[src/hw/tmb_consts.svh]
// Constants of the event, interrupt and sleep block of the 16-bit timer.
// Assumes inclusion by bare name from the package or design files.
`ifndef TMB_CONSTS_SVH
`define TMB_CONSTS_SVH

// ----------------------------------------------------------------------
// Register indices (byte address is four times the index)
// ----------------------------------------------------------------------
`define TMB_IDX_CONTROL_A 8'h00
`define TMB_IDX_CONTROL_B 8'h01
`define TMB_IDX_EVENT_CONTROL 8'h04
`define TMB_IDX_INT_ENABLE 8'h05
`define TMB_IDX_INT_FLAGS 8'h06
`define TMB_IDX_RUN_STATE 8'h07
`define TMB_IDX_DEBUG_HALT 8'h08
`define TMB_IDX_HIGH_LATCH 8'h09
`define TMB_IDX_COUNTER_LO 8'h0a
`define TMB_IDX_COUNTER_HI 8'h0b
`define TMB_IDX_COMPARE_LO 8'h0c
`define TMB_IDX_COMPARE_HI 8'h0d

// ----------------------------------------------------------------------
// Field positions
// ----------------------------------------------------------------------
`define TMB_CA_ENABLE 0
`define TMB_CA_CLKSRC_LSB 1
`define TMB_CA_SYNCUPD 4
`define TMB_CA_CASCADE 5
`define TMB_CA_STANDBY_RUN 6
`define TMB_CB_MODE_LSB 0
`define TMB_CB_OUT_EN 4
`define TMB_CB_OUT_INIT 5
`define TMB_CB_ASYNC 6
`define TMB_EC_CAPTURE_EVENT_EN 0
`define TMB_EC_EDGE 4
`define TMB_EC_FILTER 6
`define TMB_IRQ_CAPTURE_EVENT 0
`define TMB_IRQ_OVF 1
`define TMB_DBG_RUN 0

// ----------------------------------------------------------------------
// Writable masks and reset values
// ----------------------------------------------------------------------
`define TMB_MASK_CONTROL_A 8'h7f
`define TMB_MASK_CONTROL_B 8'h77
`define TMB_MASK_EVENT_CONTROL 8'h51
`define TMB_MASK_IRQ 8'h03
`define TMB_MASK_DEBUG 8'h01
`define TMB_RESET_BYTE 8'h00
`define TMB_RESET_WORD 16'h0000
`define TMB_COUNT_MAX 16'hffff
`endif

[src/hw/tmb_pkg.sv]
// Types of the event, interrupt and sleep block of the 16-bit timer.
// Assumes the constants header sits beside it.
`include "tmb_consts.svh"

package tmb_pkg;
  // Clock source select encodings
  typedef enum logic [2:0] {
    TMB_CLK_DIV1 = 3'h0,
    TMB_CLK_DIV2 = 3'h1,
    TMB_CLK_EVENT = 3'h7
  } tmb_clksrc_e;

  // Timer mode select encodings
  typedef enum logic [2:0] {
    TMB_MODE_PERIODIC = 3'h0,
    TMB_MODE_TIMEOUT = 3'h1,
    TMB_MODE_CAPTURE = 3'h2,
    TMB_MODE_FREQ = 3'h3,
    TMB_MODE_PULSE = 3'h4,
    TMB_MODE_FREQ_PULSE = 3'h5,
    TMB_MODE_SINGLE = 3'h6,
    TMB_MODE_PWM8 = 3'h7
  } tmb_mode_e;
endpackage

[src/hw/tmb_timer_events.sv]
// Event, interrupt and sleep core of a 16-bit timer with a Wishbone
// register file. Assumes a single 125 MHz clock; event and sleep
// inputs are synchronous to it.
//
// Operation
// - Event pulses mirror flag-setting conditions, one cycle
// - Capture and count event inputs act
// - Count input clocks counter only if selected
// - Capture enable gates edge and mode action
// - Async single-shot reacts to raw edges
// - Overflow on wrap from maximum to zero
// - Capture condition depends on the mode
// - Flags set whatever the enable bits
// - Separate enable bit per interrupt source
// - Request high while enabled flag set
// - Standby halts timer by default
// - Standby run bit keeps timer going
// - Power-down halts counting and events always
// - Clock source: divide one, two, event
// - Mode field selects capture, single, PWM
// - Edge bit picks active event edge
`timescale 1ns/100ps
`include "tmb_consts.svh"

module tmb_timer_events
  import tmb_pkg::*;
(
  // Clock and reset
  input wire logic clock,
  input wire logic reset_n,
  // Wishbone slave
  input wire logic wb_cyc_i,
  input wire logic wb_stb_i,
  input wire logic wb_we_i,
  input wire logic [5:0] wb_adr_i,
  input wire logic [3:0] wb_sel_i,
  input wire logic [31:0] wb_dat_i,
  output logic [31:0] wb_dat_o,
  output logic wb_ack_o,
  // Event network
  input wire logic captureIn,
  input wire logic countIn,
  output logic captureEventOut,
  output logic overflowEventOut,
  // Sleep and debug state
  input wire logic sleepStandby,
  input wire logic sleepPowerDown,
  input wire logic debugHalt,
  // Interrupt request
  output logic irq
);

  // ----------------------------------------------------------------------
  // Register state
  // ----------------------------------------------------------------------
  logic [7:0] controlA_ff;
  logic [7:0] controlB_ff;
  logic [7:0] eventControl_ff;
  logic [7:0] intEnable_ff;
  logic [7:0] interrupt_flag_bits_ff;
  logic [7:0] debugHalt_ff;
  logic [7:0] highLatch_ff;
  logic [15:0] counter_ff;
  logic [15:0] compare_ff;
  logic running_ff;
  logic div2_ff;
  logic captPrev_ff;
  logic countPrev_ff;
  logic captDelayed_ff;
  logic captDelPrev_ff;

  // Bus decode
  logic busReq;
  logic busWr;
  logic busRd;
  logic [7:0] regIdx;
  logic [7:0] wrByte;
  assign busReq = wb_cyc_i & wb_stb_i & ~wb_ack_o;
  assign busWr = busReq & wb_we_i & wb_sel_i[0];
  assign busRd = busReq & ~wb_we_i;
  assign regIdx = {2'b00, wb_adr_i};
  assign wrByte = wb_dat_i[7:0];

  // Field views
  logic enable;
  logic standbyRun;
  logic cascade;
  logic [2:0] clkSrc;
  tmb_mode_e mode;
  logic asyncMode;
  logic captEnable;
  logic edgeNeg;
  assign enable = controlA_ff[`TMB_CA_ENABLE];
  assign standbyRun = controlA_ff[`TMB_CA_STANDBY_RUN];
  assign cascade = controlA_ff[`TMB_CA_CASCADE];
  assign clkSrc = controlA_ff[`TMB_CA_CLKSRC_LSB +: 3];
  assign mode = tmb_mode_e'(controlB_ff[`TMB_CB_MODE_LSB +: 3]);
  assign asyncMode = controlB_ff[`TMB_CB_ASYNC];
  assign captEnable = eventControl_ff[`TMB_EC_CAPTURE_EVENT_EN];
  assign edgeNeg = eventControl_ff[`TMB_EC_EDGE];

  // ----------------------------------------------------------------------
  // Activity gating
  // ----------------------------------------------------------------------
  // Module alive while enabled unless a sleep or debug state stops it
  logic active;
  assign active = enable
    & ~sleepPowerDown
    & ~(sleepStandby & ~standbyRun)
    & ~(debugHalt & ~debugHalt_ff[`TMB_DBG_RUN]);

  // Edge detect on a pair of samples
  function automatic logic edgeOf(input logic cur, input logic prev, input logic neg);
    edgeOf = neg ? (prev & ~cur) : (cur & ~prev);
  endfunction

  // Counter tick per clock source
  logic tick;
  always_comb
  begin
    unique case (clkSrc)
      TMB_CLK_DIV1: tick = active;
      TMB_CLK_DIV2: tick = active & div2_ff;
      TMB_CLK_EVENT: tick = active & countIn & ~countPrev_ff;
      default: tick = 1'b0;
    endcase
  end

  // Capture source, delayed one clock when cascaded
  logic captSrc;
  logic captSrcPrev;
  assign captSrc = cascade ? captDelayed_ff : captureIn;
  assign captSrcPrev = cascade ? captDelPrev_ff : captPrev_ff;

  // Active and opposite capture edges, gated by the enable bit
  logic actEdge;
  logic oppEdge;
  assign actEdge = active & captEnable & edgeOf(captSrc, captSrcPrev, edgeNeg);
  assign oppEdge = active & captEnable & edgeOf(captSrc, captSrcPrev, ~edgeNeg);

  // ----------------------------------------------------------------------
  // Event sampling
  // ----------------------------------------------------------------------
  // Previous samples of both event inputs
  always_ff @(posedge clock or negedge reset_n)
  begin
    if (!reset_n)
    begin
      captPrev_ff <= 1'b0;
      countPrev_ff <= 1'b0;
      captDelayed_ff <= 1'b0;
      captDelPrev_ff <= 1'b0;
    end
    else
    begin
      captPrev_ff <= captureIn;
      countPrev_ff <= countIn;
      captDelayed_ff <= captureIn;
      captDelPrev_ff <= captDelayed_ff;
    end
  end

  // Divide-by-two enable
  always_ff @(posedge clock or negedge reset_n)
  begin
    if (!reset_n)
      div2_ff <= 1'b0;
    else if (active)
      div2_ff <= ~div2_ff;
  end

  // ----------------------------------------------------------------------
  // Counter, compare and conditions
  // ----------------------------------------------------------------------
  logic atTop;
  logic atMax;
  logic captCond;
  logic ovfCond;
  logic [15:0] nxt_counter;
  logic [15:0] nxt_compare;
  logic nxt_running;
  assign atMax = counter_ff == `TMB_COUNT_MAX;
  assign atTop = (mode == TMB_MODE_PWM8) ? (counter_ff[7:0] == compare_ff[7:0])
                                         : (counter_ff == compare_ff);

  // Mode action table
  always_comb
  begin
    nxt_counter = counter_ff;
    nxt_compare = compare_ff;
    nxt_running = running_ff;
    captCond = 1'b0;
    ovfCond = 1'b0;
    if (!enable)
      nxt_running = 1'b0;
    else if (tick & running_ff)
    begin
      nxt_counter = counter_ff + 16'h0001;
      ovfCond = atMax;
    end
    unique case (mode)
      TMB_MODE_PERIODIC, TMB_MODE_PWM8:
      begin
        if (enable)
          nxt_running = 1'b1;
        if (tick & atTop)
        begin
          nxt_counter = `TMB_RESET_WORD;
          captCond = 1'b1;
        end
      end
      TMB_MODE_TIMEOUT:
      begin
        if (actEdge)
        begin
          nxt_counter = `TMB_RESET_WORD;
          nxt_running = 1'b1;
        end
        else if (oppEdge)
          nxt_running = 1'b0;
        if (tick & running_ff & atTop)
          captCond = 1'b1;
      end
      TMB_MODE_CAPTURE:
      begin
        if (enable)
          nxt_running = 1'b1;
        if (actEdge)
        begin
          nxt_compare = counter_ff;
          captCond = 1'b1;
        end
      end
      TMB_MODE_FREQ:
      begin
        if (enable)
          nxt_running = 1'b1;
        if (actEdge)
        begin
          nxt_compare = counter_ff;
          nxt_counter = `TMB_RESET_WORD;
          captCond = 1'b1;
        end
      end
      TMB_MODE_PULSE, TMB_MODE_FREQ_PULSE:
      begin
        if (enable)
          nxt_running = 1'b1;
        if (actEdge)
          nxt_counter = `TMB_RESET_WORD;
        else if (oppEdge)
        begin
          nxt_compare = counter_ff;
          captCond = 1'b1;
        end
      end
      TMB_MODE_SINGLE:
      begin
        // Async form reacts to the unsynchronised edge at once
        if (asyncMode ? (captEnable & active
            & edgeOf(captureIn, captPrev_ff, edgeNeg)) : actEdge)
        begin
          nxt_counter = `TMB_RESET_WORD;
          nxt_running = 1'b1;
        end
        else if (tick & running_ff & atTop)
        begin
          nxt_running = 1'b0;
          captCond = 1'b1;
        end
      end
    endcase
    if (busWr & (regIdx == `TMB_IDX_COUNTER_HI))
      nxt_counter = {wrByte, highLatch_ff};
    if (busWr & (regIdx == `TMB_IDX_COMPARE_HI))
      nxt_compare = {wrByte, highLatch_ff};
  end

  // Counter, compare and running state
  always_ff @(posedge clock or negedge reset_n)
  begin
    if (!reset_n)
    begin
      counter_ff <= `TMB_RESET_WORD;
      compare_ff <= `TMB_RESET_WORD;
      running_ff <= 1'b0;
    end
    else
    begin
      counter_ff <= nxt_counter;
      compare_ff <= nxt_compare;
      running_ff <= nxt_running;
    end
  end

  // ----------------------------------------------------------------------
  // Events and interrupts
  // ----------------------------------------------------------------------
  // Event pulses from the same conditions that set the flags
  always_ff @(posedge clock or negedge reset_n)
  begin
    if (!reset_n)
    begin
      captureEventOut <= 1'b0;
      overflowEventOut <= 1'b0;
    end
    else
    begin
      captureEventOut <= captCond;
      overflowEventOut <= ovfCond;
    end
  end

  // Flags: set wins over write-one-to-clear
  logic [7:0] setMask;
  logic [7:0] clrMask;
  logic [7:0] nxt_flags;
  assign setMask = {6'h00, ovfCond, captCond};
  assign clrMask = (busWr & (regIdx == `TMB_IDX_INT_FLAGS)) ? (wrByte & `TMB_MASK_IRQ)
                                                           : 8'h00;
  assign nxt_flags = (interrupt_flag_bits_ff & ~clrMask) | setMask;

  always_ff @(posedge clock or negedge reset_n)
  begin
    if (!reset_n)
      interrupt_flag_bits_ff <= `TMB_RESET_BYTE;
    else
      interrupt_flag_bits_ff <= nxt_flags;
  end

  // Interrupt request while an enabled flag stands
  always_ff @(posedge clock or negedge reset_n)
  begin
    if (!reset_n)
      irq <= 1'b0;
    else
      irq <= |(nxt_flags & intEnable_ff);
  end

  // ----------------------------------------------------------------------
  // Register writes
  // ----------------------------------------------------------------------
  // Control, enable and debug registers
  always_ff @(posedge clock or negedge reset_n)
  begin
    if (!reset_n)
    begin
      controlA_ff <= `TMB_RESET_BYTE;
      controlB_ff <= `TMB_RESET_BYTE;
      eventControl_ff <= `TMB_RESET_BYTE;
      intEnable_ff <= `TMB_RESET_BYTE;
      debugHalt_ff <= `TMB_RESET_BYTE;
    end
    else if (busWr)
    begin
      if (regIdx == `TMB_IDX_CONTROL_A)
        controlA_ff <= wrByte & `TMB_MASK_CONTROL_A;
      if (regIdx == `TMB_IDX_CONTROL_B)
        controlB_ff <= wrByte & `TMB_MASK_CONTROL_B;
      if (regIdx == `TMB_IDX_EVENT_CONTROL)
        eventControl_ff <= wrByte & `TMB_MASK_EVENT_CONTROL;
      if (regIdx == `TMB_IDX_INT_ENABLE)
        intEnable_ff <= wrByte & `TMB_MASK_IRQ;
      if (regIdx == `TMB_IDX_DEBUG_HALT)
        debugHalt_ff <= wrByte & `TMB_MASK_DEBUG;
    end
  end

  // High-byte latch: low writes park here, low reads fill it
  always_ff @(posedge clock or negedge reset_n)
  begin
    if (!reset_n)
      highLatch_ff <= `TMB_RESET_BYTE;
    else if (busWr & ((regIdx == `TMB_IDX_HIGH_LATCH) | (regIdx == `TMB_IDX_COUNTER_LO)
             | (regIdx == `TMB_IDX_COMPARE_LO)))
      highLatch_ff <= wrByte;
    else if (busRd & (regIdx == `TMB_IDX_COUNTER_LO))
      highLatch_ff <= counter_ff[15:8];
    else if (busRd & (regIdx == `TMB_IDX_COMPARE_LO))
      highLatch_ff <= compare_ff[15:8];
  end

  // ----------------------------------------------------------------------
  // Bus answer
  // ----------------------------------------------------------------------
  logic [7:0] rdByte;
  always_comb
  begin
    unique case (regIdx)
      `TMB_IDX_CONTROL_A: rdByte = controlA_ff;
      `TMB_IDX_CONTROL_B: rdByte = controlB_ff;
      `TMB_IDX_EVENT_CONTROL: rdByte = eventControl_ff;
      `TMB_IDX_INT_ENABLE: rdByte = intEnable_ff;
      `TMB_IDX_INT_FLAGS: rdByte = interrupt_flag_bits_ff;
      `TMB_IDX_RUN_STATE: rdByte = {7'h00, running_ff};
      `TMB_IDX_DEBUG_HALT: rdByte = debugHalt_ff;
      `TMB_IDX_HIGH_LATCH: rdByte = highLatch_ff;
      `TMB_IDX_COUNTER_LO: rdByte = counter_ff[7:0];
      `TMB_IDX_COUNTER_HI: rdByte = highLatch_ff;
      `TMB_IDX_COMPARE_LO: rdByte = compare_ff[7:0];
      `TMB_IDX_COMPARE_HI: rdByte = highLatch_ff;
      default: rdByte = 8'h00;
    endcase
  end

  // One-cycle acknowledge, read data registered with it
  always_ff @(posedge clock or negedge reset_n)
  begin
    if (!reset_n)
    begin
      wb_ack_o <= 1'b0;
      wb_dat_o <= 32'h0000_0000;
    end
    else
    begin
      wb_ack_o <= busReq;
      if (busRd)
        wb_dat_o <= {24'h000000, rdByte};
    end
  end
endmodule

[config.mk]
export PLATFORM = sky130hd
export DESIGN_NAME = tmb_timer_events
export DESIGN_NICKNAME = d
export VERILOG_FILES = /design/src/hw/tmb_pkg.sv /design/src/hw/tmb_timer_events.sv
export VERILOG_INCLUDE_DIRS = /design/src /design/src/hw
export SDC_FILE = /design/constraint.sdc
export NUM_CORES = 1
export LEC_CHECK = 0
export BUFFER_PORTS_ARGS = -buffer_cell sky130_fd_sc_hd__buf_2
export CAP_MARGIN = 25
export CELL_PAD_IN_SITES_DETAIL_PLACEMENT = 1
export CELL_PAD_IN_SITES_GLOBAL_PLACEMENT = 1
export CORE_MARGIN = 5
export CORE_UTILIZATION = 35
export CTS_CLUSTER_SIZE = 40
export DETAILED_ROUTE_END_ITERATION = 16
export PLACE_DENSITY_LB_ADDON = 0.1
export SKIP_CTS_REPAIR_TIMING = 1
export SYNTH_ARGS = -nofsm -noshare
export SYNTH_HDL_FRONTEND = slang
export SYNTH_SLANG_ARGS = --single-unit
[constraint.sdc]
create_clock -name clock -period 2.5 [get_ports clock]
set_input_delay 0.5 -clock clock [delete_from_list [all_inputs] [get_ports clock]]
set_output_delay 0.5 -clock clock [all_outputs]
set_load 0.005 [all_outputs]
## Word-level counts from Yosys, hierarchy flattened

Cells that the tools add are included.

| operators by class | value |
|---|---|
| mux-type cells | 41 |
| magnitude comparators | 0 |
| divide/modulo/power cells | 0 |
| equal/unequal tests | 26 |
| shifts and indexed selects | 0 |
| $add $sub $neg | 1 |
| reduce and logical (&&, ||, !) cells | 18 |
| $mul | 0 |
| bitwise logic cells | 49 |

Operators with widths:

| kind | number |
|---|---|
| 16-bit two-way mux | 10 |
| 8-bit one-hot mux with 10 select lines | 1 |
| 16-bit one-hot mux with 3 select lines | 1 |
| 6-bit by 4-bit equality test with 1-bit output, second input constant | 6 |
| 16-bit one-hot mux with 2 select lines | 1 |
| 1-bit AND | 30 |
| 6-bit by 3-bit equality test with 1-bit output, second input constant | 4 |
| 8-bit two-way mux | 3 |
| 1-bit two-way mux | 21 |
| 16-bit by 1-bit adder with 16-bit output, second input constant | 1 |
| 16-bit equality test | 1 |
| 16-bit equality test, second input constant | 1 |
| 3-bit equality test, second input constant | 5 |
| 1-bit inverter | 13 |
| 2-bit AND reduction | 5 |
| 8-bit by 2-bit AND with 8-bit output | 1 |
| 8-bit AND | 1 |
| 8-bit equality test | 1 |
| 8-bit logical NOT | 1 |
| 2-bit inverter with 8-bit output | 1 |
| 8-bit by 2-bit bitwise OR with 8-bit output | 1 |
| 8-bit OR reduction | 1 |
| 3-bit by 1-bit equality test with 1-bit output, second input constant | 2 |
| 3-bit by 2-bit equality test with 1-bit output, second input constant | 2 |
| other kinds (14) | 21 |

| word-level totals | value |
|---|---|
| memories kept | 0 |
| RAM bits | 0 |
| memory bits (read-only) | 0 |
| register bits after elaboration | 84 |
| bits in latches | 0 |
| word-level logic and storage cells | 154 |
| output and inout port bits | 36 |

## Longest topological paths before layout

Gate-level depths: netlist of run 1.

| depth | value |
|---|---|
| depth after elaboration | 16 |
| mapped depth | 8 |

## Least setup slack after synthesis of run 1

Ideal clock, no wire load.

| timing path | value |
|---|---|
| kind | input to register |
| start | input captureIn |
| end | register counter_ff[11] |
| buffers on the path | 1 |
| arrival | 1.935 ns |
| slack | 0.446 ns |
| library setup time | 0.119 ns |
| required time | 2.381 ns |
| stages on the path | 7 |
| cell sequence | nand2b_1 > mux4_2 > nor3_2 > a211oi_2 > o311ai_4 > buf_8 > o21ai_2 |

| on the way | value |
|---|---|
| cells in the longest elaborated chain, start to end | 9 |
| elaborated cells between the ends (all ways) | 16 |

Ends and longest elaborated chain:

| item | RTL line | source |
|---|---|---|
| start, declared | tmb_timer_events.sv:41 | `input wire logic captureIn,` |
| 1-bit two-way mux | tmb_timer_events.sv:132 | `assign captSrc = cascade ? captDelayed_ff : captureIn;` |
| 1-bit inverter | tmb_timer_events.sv:114 | `edgeOf = neg ? (prev & ~cur) : (cur & ~prev);` |
| 1-bit AND | tmb_timer_events.sv:114 |  |
| 1-bit two-way mux | tmb_timer_events.sv:114 |  |
| 1-bit AND | tmb_timer_events.sv:138 | `assign actEdge = active & captEnable & edgeOf(captSrc, captSrcPrev, edgeNeg);` |
| 1-bit two-way mux | tmb_timer_events.sv:260 | `if (asyncMode ? (captEnable & active` |
| 16-bit two-way mux | tmb_timer_events.sv:260 |  |
| 16-bit one-hot mux with 3 select lines * | tmb_timer_events.sv:201 | `unique case (mode)` |
| 16-bit two-way mux * | tmb_timer_events.sv:273 | `` if (busWr & (regIdx == `TMB_IDX_COUNTER_HI)) `` |
| net nxt_counter[11] | tmb_timer_events.sv:179 | `logic [15:0] nxt_counter;` |
| end signal, assigned | tmb_timer_events.sv:284 | `` counter_ff <= `TMB_RESET_WORD; `` |
| end signal, assigned | tmb_timer_events.sv:290 | `counter_ff <= nxt_counter;` |
| end, declared | tmb_timer_events.sv:63 | `logic [15:0] counter_ff;` |

Mark *: on every way through the listed nets, which the timed path passes. The rest lies on a longest branch.
A chain may end at the register's enable or synchronous reset.

## Worst setup path in the final report of run 1

| timing path | value |
|---|---|
| start | register compare_ff[7] |
| end | register counter_ff[1] |

| on the way | value |
|---|---|
| cells in the longest elaborated chain, start to end | 6 |
| elaborated cells between the ends (all ways) | 7 |

Ends and longest elaborated chain:

| item | RTL line | source |
|---|---|---|
| start, declared | tmb_timer_events.sv:64 | `logic [15:0] compare_ff;` |
| start signal, assigned | tmb_timer_events.sv:285 | `` compare_ff <= `TMB_RESET_WORD; `` |
| start signal, assigned | tmb_timer_events.sv:291 | `compare_ff <= nxt_compare;` |
| 16-bit equality test / 8-bit equality test (equally long branches) | tmb_timer_events.sv:184, tmb_timer_events.sv:183 |  |
| 1-bit two-way mux * | tmb_timer_events.sv:183 | `assign atTop = (mode == TMB_MODE_PWM8) ? (counter_ff[7:0] == compare_ff[7:0])` |
| 1-bit AND * | tmb_timer_events.sv:206 | `if (tick & atTop)` |
| 16-bit two-way mux * | tmb_timer_events.sv:206 |  |
| 16-bit one-hot mux with 3 select lines * | tmb_timer_events.sv:201 |  |
| 16-bit two-way mux * | tmb_timer_events.sv:273 |  |
| net nxt_counter[1] | tmb_timer_events.sv:179 |  |

Marked as above.

==> run_results.csv, run 1 <==
group,metric,value,unit
sta,rsz0062_at_grt,"false",
power,power_switching,752,uW
grt,grt.total_usage,0.188,
synth,synth-edff-count,0,
drt,highest_layer,"met4",
sta,final.min_clock_period,2.23,ns
cells_and_area,area_growth,16.4,%
hold_path,hold_path.class,"in -> async",
synth,syn_area_per_cell,9.93,um2
synth,synth-seq-cells,78,
cells_and_area,final.fill_count,1527,
synth,syn_inst,478,
run_status,outcome,"finished clean",
clock_network,cts-buffers-inserted,9,
cells_and_area,final_cell_mix,"dfrtp_1 (78), nand2_1 (64), buf_2 (35), buf_4 (32), o21ai_0 (28)",
power,p_clk_frac,0.471,
clock_network,cts_max_path_buffers,2,
sta,fin_crit_sh,0.891,
drt,finalWirelength,14400,um
floorplanning,dieWidth,126,um
power,comb_power_share,0.086,
floorplanning,die_y,126,um
grt,grt_max_degree,57,
grt,overflow,0,
sta,slew_headroom,0.632,
drt,met3_length,628,um
setup_path,cp_max_fo,16,
drt,drtIter0Drc,264,
sta,slew_violations,0,
placement,io_buffers,36,
synth,synth.distinct_cells,64,
sta,worst_pin_slew,0.547,ns
power,leakage,2.61,nW
setup_path,path_class,"reg -> reg",
setup_path,r2r_start,"compare_ff[7]$_DFFE_PN0P_",
cells_and_area,layout.nets,585,
clock_network,insertion_delay,0.35,ns
power,sequentialPowerShare,0.443,
drt,dr_wl_met2,6530,um
clock_network,cts.sinks,78,
power,swShare,0.246,
setup_path,crit_required,2.73,ns
clock_network,clk_pin_slew_worst_paths,0.06,ns
cells_and_area,drive_above_1_share,0.244,
placement,place_congestion,0.799,
setup_path,end_kind,"flip-flop",
placement,dp_cells,697,
floorplanning,dieArea,16000,um2
floorplanning,initial_utilization,0.357,
drt,met1_length,7030,um
power,ir_drop,324,uV
cells_and_area,antenna_cells,0,
power,power_density,553,nW/um2
floorplanning,coreArea,13300,um2
power,p_int,2.31,mW
grt,grt_pass1_wl,23300,um
sta,fin_ws,0.272,ns
synth,ys_seq_area_frac,0.411,
sta,fmax,449,MHz
sta,hold_viol_final,0,
drt,first_pass_iters,5,
drt,drc,0,
drt,wl_per_cell,20.1,um
grt,grt_pass1_vias,4051,
synth,synth_top_flop_cell,"dfrtp_1",
sta,worst_clock_skew,0.00679,ns
sta,setup_viol,0,
clock_network,cts_tree,"done",
placement,dp_slack,0.142,ns
cells_and_area,final_common_cell,"dfrtp_1",
flow_run,cap_violations,0,
cells_and_area,multi_input_area,2560,um2
drt,vias,3845,
synth,yosysWarnings,0,
setup_path,cp-start-kind,"flip-flop",
setup_path,crit_start,"compare_ff[7]$_DFFE_PN0P_",
clock_network,cts.htree.levels,3,
power,power,3.06,mW
sta,setup_tns,0,ns
cells_and_area,final_cells,713,
grt,antenna_found_initial,0,
setup_path,arrival,2.45,ns
synth,syn-cell-area,4750,um2
floorplanning,design.portCount,88,
drt,antenna_left,0,
cells_and_area,seq_area,1950,um2
floorplanning,row_count,42,
placement,dpl.hpwl,10800,um
clock_network,cts_root_buf,"clkbuf_16",
sta,hold_ws,0.0530,ns
synth,synthArstFlopShare,1.00,
drt,vias_per_cell,5.39,
## area by class of cell
cell class / instances / share of cell area
Sequential cell: 78 / 0.353
Clock inverter: 3 / 0.0122
Tap cell: 176 / 0.0399
Multi-Input combinational cell: 368 / 0.463
Inverter: 6 / 0.00408
Timing Repair Buffer: 69 / 0.0824
Clock buffer: 13 / 0.0453
## logic make-up after synthesis
logic type      Yosys count  synth area share
mux                      48             0.117
buf+inv                  55            0.0691
fa+ha+maj                 1           0.00264
simple gates            170             0.195
compound gates           91             0.142
flops                    78             0.411
xor+xnor                 34            0.0627
other cells               1          0.000790
## power by group through the flow
stage	clock network (mW)	logic [mW]	registers, mW
5_1_grt	1.51	0.294	1.36
3_5_place_dp	0	0.265	1.38
4_1_cts	1.47	0.266	1.35
6_report	1.44	0.263	1.36
2_1_floorplan	0	0.177	1.36
3_3_place_gp	0	0.258	1.38
## sequential cells by signal, indices dropped and copies added, names as in the netlist, 2 cells and up
register                cells
compare_ff                 16
highLatch_ff                8
controlA_ff                 7
intEnable_ff                2
controlB_ff                 6
counter_ff                 16
eventControl_ff             3
interrupt_flag_bits_ff      2
wb_dat_o                    8
## cells in the mapped netlist, types with 6 or more instances
cell type	n	area share
a22o_1	9	0.017
a22oi_1	6	0.0095
o21ai_1	7	0.0074
mux2i_1	23	0.049
mux2_2	17	0.040
nand2b_1	12	0.016
nand2_1	64	0.051
o21ai_0	28	0.030
and3_1	8	0.011
nand4_1	12	0.016
nor3_1	10	0.011
a222oi_1	7	0.015
nand3_1	14	0.015
nor4_1	6	0.0079
buf_4	24	0.038
nor2_1	20	0.016
inv_1	6	0.0047
o21ai_2	10	0.018
xnor2_1	24	0.044
xor2_1	10	0.018
buf_2	9	0.0095
dfrtp_1	78	0.41
clkbuf_1	11	0.0087
o22ai_1	6	0.0079
## critical path, stage by stage, from the launching register on
cell and delay [ns]:
dfrtp_1 0.41, xnor2_1 0.31, nand4_1 0.22, nor4_4 0.37, a211oi_2 0.15, o311ai_4 0.32, buf_12 0.21, o21ai_0 0.10
## layer usage
metal / vias to the layer above / GRT usage
met2: 78 / 0.289
met3: 11 / 0.0374
met1: 1959 / 0.270
met4: 0 / 0.0492
li1: 1797 / -
met5: - / 0
## metrics by stage
stage / cell area (um2) / utilization
global route: 5530 / 0.416
finish: 5530 / 0.416
detailed placement: 5210 / 0.392
global placement: 5210 / 0.392
floorplan: 4830 / -
CTS: 5530 / 0.416
## worst paths after layout
path | end | slack (ns) | cells past startpoint
max reg2reg | counter_ff[1]$_DFF_PN0_ | 0.27 | 7
min in group clock | countPrev_ff$_DFF_PN0_ | 0.28 | 1
max | counter_ff[1]$_DFF_PN0_ | 0.27 | 7
min | compare_ff[7]$_DFFE_PN0P_ | 0.05 | 1
max in group asynchronous | compare_ff[8]$_DFFE_PN0P_ | 1.82 | 2
min reg2reg | captDelPrev_ff$_DFF_PN0_ | 0.44 | 0
Note: power is estimated with default switching activity, not from simulation.
==> run 2, diff against run 1 <==
Settings changed: CTS_BUF_LIST set to sky130_fd_sc_hd__clkbuf_16.
==> run_results.csv, run 2 (synthesis gave the netlist of run 1 again) <==
group,metric,value,unit
clock_network,cts.sinks,78,
cells_and_area,final_cell_mix,"dfrtp_1 (78), nand2_1 (64), buf_2 (35), buf_4 (32), o21ai_0 (28)",
placement,dpl.hpwl,10800,um
sta,fin_crit_sh,0.891,
drt,antenna_left,0,
sta,setup_tns,0,ns
sta,hold_ws,0.0540,ns
cells_and_area,layout.nets,585,
setup_path,cp-start-kind,"flip-flop",
drt,vias_per_cell,5.42,
sta,worst_clock_skew,0.00672,ns
sta,worst_pin_slew,0.537,ns
grt,grt_pass1_wl,23300,um
power,swShare,0.249,
sta,rsz0062_at_grt,"false",
floorplanning,die_y,126,um
drt,drc,0,
cells_and_area,multi_input_area,2560,um2
placement,dp_slack,0.142,ns
grt,grt.total_usage,0.188,
drt,wl_per_cell,20.2,um
placement,place_congestion,0.799,
cells_and_area,antenna_cells,0,
cells_and_area,final.fill_count,1531,
cells_and_area,final_common_cell,"dfrtp_1",
floorplanning,coreArea,13300,um2
floorplanning,row_count,42,
clock_network,cts_tree,"done",
power,leakage,2.62,nW
power,p_int,2.26,mW
floorplanning,dieWidth,126,um
setup_path,end_kind,"flip-flop",
clock_network,cts_root_buf,"clkbuf_16",
floorplanning,design.portCount,88,
power,power,3.01,mW
cells_and_area,reg_top3,"compare_ff: 16 flops, counter_ff: 16 flops",
clock_network,insertion_delay,0.35,ns
setup_path,arrival,2.45,ns
setup_path,crit_required,2.73,ns
sta,hold_viol_final,0,
sta,slew_violations,0,
power,ir_drop,323,uV
cells_and_area,area_growth,16.2,%
sta,setup_viol,0,
clock_network,cts-buffers-inserted,9,
cells_and_area,seq_area,1950,um2
setup_path,cp_max_fo,16,
sta,fmax,449,MHz
flow_run,cap_violations,0,
drt,finalWirelength,14400,um
clock_network,cts_max_path_buffers,2,
power,comb_power_share,0.087,
grt,antenna_found_initial,0,
power,power_switching,750,uW
hold_path,hold_path.class,"in -> async",
setup_path,path_class,"reg -> reg",
floorplanning,initial_utilization,0.357,
sta,fin_ws,0.273,ns
clock_network,clk_pin_slew_worst_paths,0.06,ns
sta,final.min_clock_period,2.23,ns
floorplanning,dieArea,16000,um2
drt,first_pass_iters,5,
power,sequentialPowerShare,0.450,
grt,grt_pass1_vias,4051,
cells_and_area,drive_above_1_share,0.242,
placement,io_buffers,36,
grt,grt_max_degree,57,
clock_network,cts.htree.levels,3,
power,p_clk_frac,0.463,
run_status,outcome,"finished clean",
drt,vias,3865,
power,power_density,546,nW/um2
drt,drtIter0Drc,258,
sta,slew_headroom,0.640,
grt,overflow,0,
==> run 2: stage by stage <==
step	std cells	utilization	cell area, um2
floorplan	501	-	4830
global placement	697	0.392	5210
detailed placement	697	0.392	5210
CTS	713	0.415	5520
global route	713	0.415	5520
finish	713	0.415	5520
==> run 2: final timing paths <==
check	startpoint	to	slack, ns	cells after the start
max	compare_ff[7]$_DFFE_PN0P_	counter_ff[1]$_DFF_PN0_	0.27	7
min	reset_n	compare_ff[7]$_DFFE_PN0P_	0.05	1
max reg2reg	compare_ff[7]$_DFFE_PN0P_	counter_ff[1]$_DFF_PN0_	0.27	7
min reg2reg	captDelayed_ff$_DFF_PN0_	captDelPrev_ff$_DFF_PN0_	0.44	0
max in group asynchronous	reset_n	compare_ff[8]$_DFFE_PN0P_	1.82	2
min in group clock	countIn	countPrev_ff$_DFF_PN0_	0.29	1
==> run 2: final cells by class <==
type,instances,area share
clock buffer,9,0.0408
clock inverter,7,0.0150
inverter,6,0.00408
multi-input combinational,368,0.464
sequential,78,0.354
tap,176,0.0399
timing repair buffer,69,0.0826
==> run 2: routing by layer <==
metal  part of all wire  up-vias  track usage
met4              0.012        0       0.0492
met2               0.45       82        0.289
met1               0.49     1976        0.270
met5                  0        -            0
li1                   -     1796            -
met3              0.044       11       0.0374
==> run 2: worst max-delay path: stages, from the launching register on <==
cell	delay (ns)
dfrtp_1	0.41
xnor2_1	0.31
nand4_1	0.22
nor4_4	0.37
a211oi_2	0.15
o311ai_4	0.32
buf_12	0.21
o21ai_0	0.10
==> run 2: power by group through the flow <==
stage	combinational (mW)	sequential [mW]	clock, mW
finish	0.263	1.36	1.39
global route	0.294	1.36	1.47
CTS	0.266	1.35	1.43
detailed placement	0.265	1.38	0
global placement	0.258	1.38	0
floorplan	0.177	1.36	0
==> run 3, diff against run 2 <==
Settings changed: PLACE_DENSITY set to 0.76, PLACE_DENSITY_LB_ADDON 0.1 to unset.
==> run_results.csv, run 3 (synthesis gave the netlist of run 1 again) <==
group,metric,value,unit
clock_network,insertion_delay,0.34,ns
drt,vias,3944,
power,leakage,2.57,nW
power,p_int,2.15,mW
floorplanning,coreArea,13300,um2
cells_and_area,fin_util,0.409,
cells_and_area,drive_above_1_share,0.235,
grt,grt_max_degree,40,
clock_network,cts-buffers-inserted,9,
clock_network,cts_max_path_buffers,2,
drt,drtIter0Drc,299,
power,sequentialPowerShare,0.472,
sta,fin_crit_sh,0.928,
floorplanning,initial_utilization,0.357,
floorplanning,dieArea,16000,um2
sta,slew_violations,0,
cells_and_area,layout.nets,580,
floorplanning,row_count,42,
drt,drc,0,
sta,setup_tns,0,ns
flow_run,cap_violations,0,
cells_and_area,area_growth,14.6,%
setup_path,reg2regPathDepth,7,
grt,grt_pass1_vias,4070,
sta,fmax,431,MHz
placement,dpl.hpwl,10700,um
cells_and_area,final_common_cell,"dfrtp_1",
floorplanning,design.portCount,88,
clock_network,clk_pin_slew_worst_paths,0.06,ns
setup_path,end_kind,"flip-flop",
cells_and_area,reg_top3,"compare_ff: 16 flops, counter_ff: 16 flops",
power,power_switching,720,uW
hold_path,hold_path.class,"in -> async",
drt,antenna_left,0,
grt,grt.total_usage,0.179,
sta,worst_pin_slew,0.602,ns
setup_path,crit_required,2.77,ns
sta,worst_clock_skew,0.00642,ns
cells_and_area,antenna_cells,0,
cells_and_area,multi_input_area,2560,um2
setup_path,path_class,"reg -> reg",
setup_path,reg2reg_slack,0.18,ns
sta,slew_headroom,0.596,
drt,finalWirelength,14200,um
placement,postPlaceCellArea,5160,um2
cells_and_area,seq_area,1950,um2
grt,overflow,0,
power,power_density,528,nW/um2
clock_network,cts.htree.levels,3,
grt,grt_pass1_wl,22500,um
drt,vias_per_cell,5.58,
setup_path,cp_max_fo,10,
drt,first_pass_iters,5,
setup_path,arrival,2.59,ns
clock_network,cts_tree,"done",
floorplanning,die_y,126,um
sta,rsz0062_at_grt,"false",
sta,final.min_clock_period,2.32,ns
sta,setup_viol,0,
power,ir_drop,310,uV
cells_and_area,final_cell_mix,"dfrtp_1 (78), nand2_1 (64), buf_2 (35), o21ai_0 (28), buf_4 (28)",
placement,io_buffers,36,
power,p_clk_frac,0.437,
sta,hold_viol_final,0,
run_status,outcome,"finished clean",
clock_network,cts_root_buf,"clkbuf_16",
setup_path,reg2reg_to,"irq$_DFF_PN0_",
power,swShare,0.251,
cells_and_area,final.fill_count,1536,
placement,place_congestion,0.963,
grt,antenna_found_initial,0,
cells_and_area,postLayoutCellArea,5440,um2
drt,wl_per_cell,20.1,um
floorplanning,dieWidth,126,um
power,comb_power_share,0.090,
setup_path,cp-start-kind,"flip-flop",
clock_network,cts.sinks,78,
setup_path,r2r_start,"controlA_ff[0]$_DFFE_PN0P_",
[run 3: critical path, cell delays in order (launching register included)]
cell and delay (ns):
dfrtp_1 0.48, and2b_1 0.22, nand3_1 0.20, buf_4 0.25, nor4_1 0.45, and3_1 0.37, a21o_1 0.16, a22o_1 0.14
[run 3: power by group through the flow]
stage	clock (mW)	sequential (mW)	combinational, mW
final	1.26	1.36	0.260
after global placement	0	1.38	0.244
after detailed placement	0	1.38	0.257
after floorplan	0	1.36	0.177
after global routing	1.34	1.36	0.286
after CTS	1.28	1.36	0.260
[run 3: final cells by class]
cell class | instances | area share
tap | 176 | 0.0405
clock inverter | 6 | 0.0104
multi-input combinational | 368 | 0.470
sequential | 78 | 0.359
timing repair buffer | 64 | 0.0745
inverter | 6 | 0.00414
clock buffer | 9 | 0.0414
[run 3: metrics by stage]
step / worst slack, ns / power (mW) / hold WS (ns) / std cells
floorplan: 0.446 / 1.53 / 0.204 / 501
global placement: 0.184 / 1.62 / 0.412 / 692
detailed placement: 0.108 / 1.64 / 0.434 / 692
CTS: 0.194 / 2.89 / 0.151 / 707
global route: 0.117 / 2.99 / 0.170 / 707
finish: 0.180 / 2.87 / 0.135 / 707
[run 3: metal layers]
metal	wire length, um	up-vias	GRT usage
met5	0	-	0
met4	327	0	0.0593
met3	862	29	0.0349
met2	6750	150	0.292
met1	6300	1981	0.239
li1	-	1784	-
[run 3: worst max path at each step]
stage                                           to  depth (start not counted)                  startpoint  slack (ns)
final                                irq$_DFF_PN0_                          7  controlA_ff[0]$_DFFE_PN0P_        0.18
after global routing       counter_ff[2]$_DFF_PN0_                          7     counter_ff[4]$_DFF_PN0_        0.12
after CTS                  counter_ff[3]$_DFF_PN0_                          7   compare_ff[7]$_DFFE_PN0P_        0.19
after detailed placement   counter_ff[3]$_DFF_PN0_                          8              sleepPowerDown        0.11
after global placement               irq$_DFF_PN0_                          8              sleepPowerDown        0.18
after floorplan           counter_ff[11]$_DFF_PN0_                          7                   captureIn        0.45
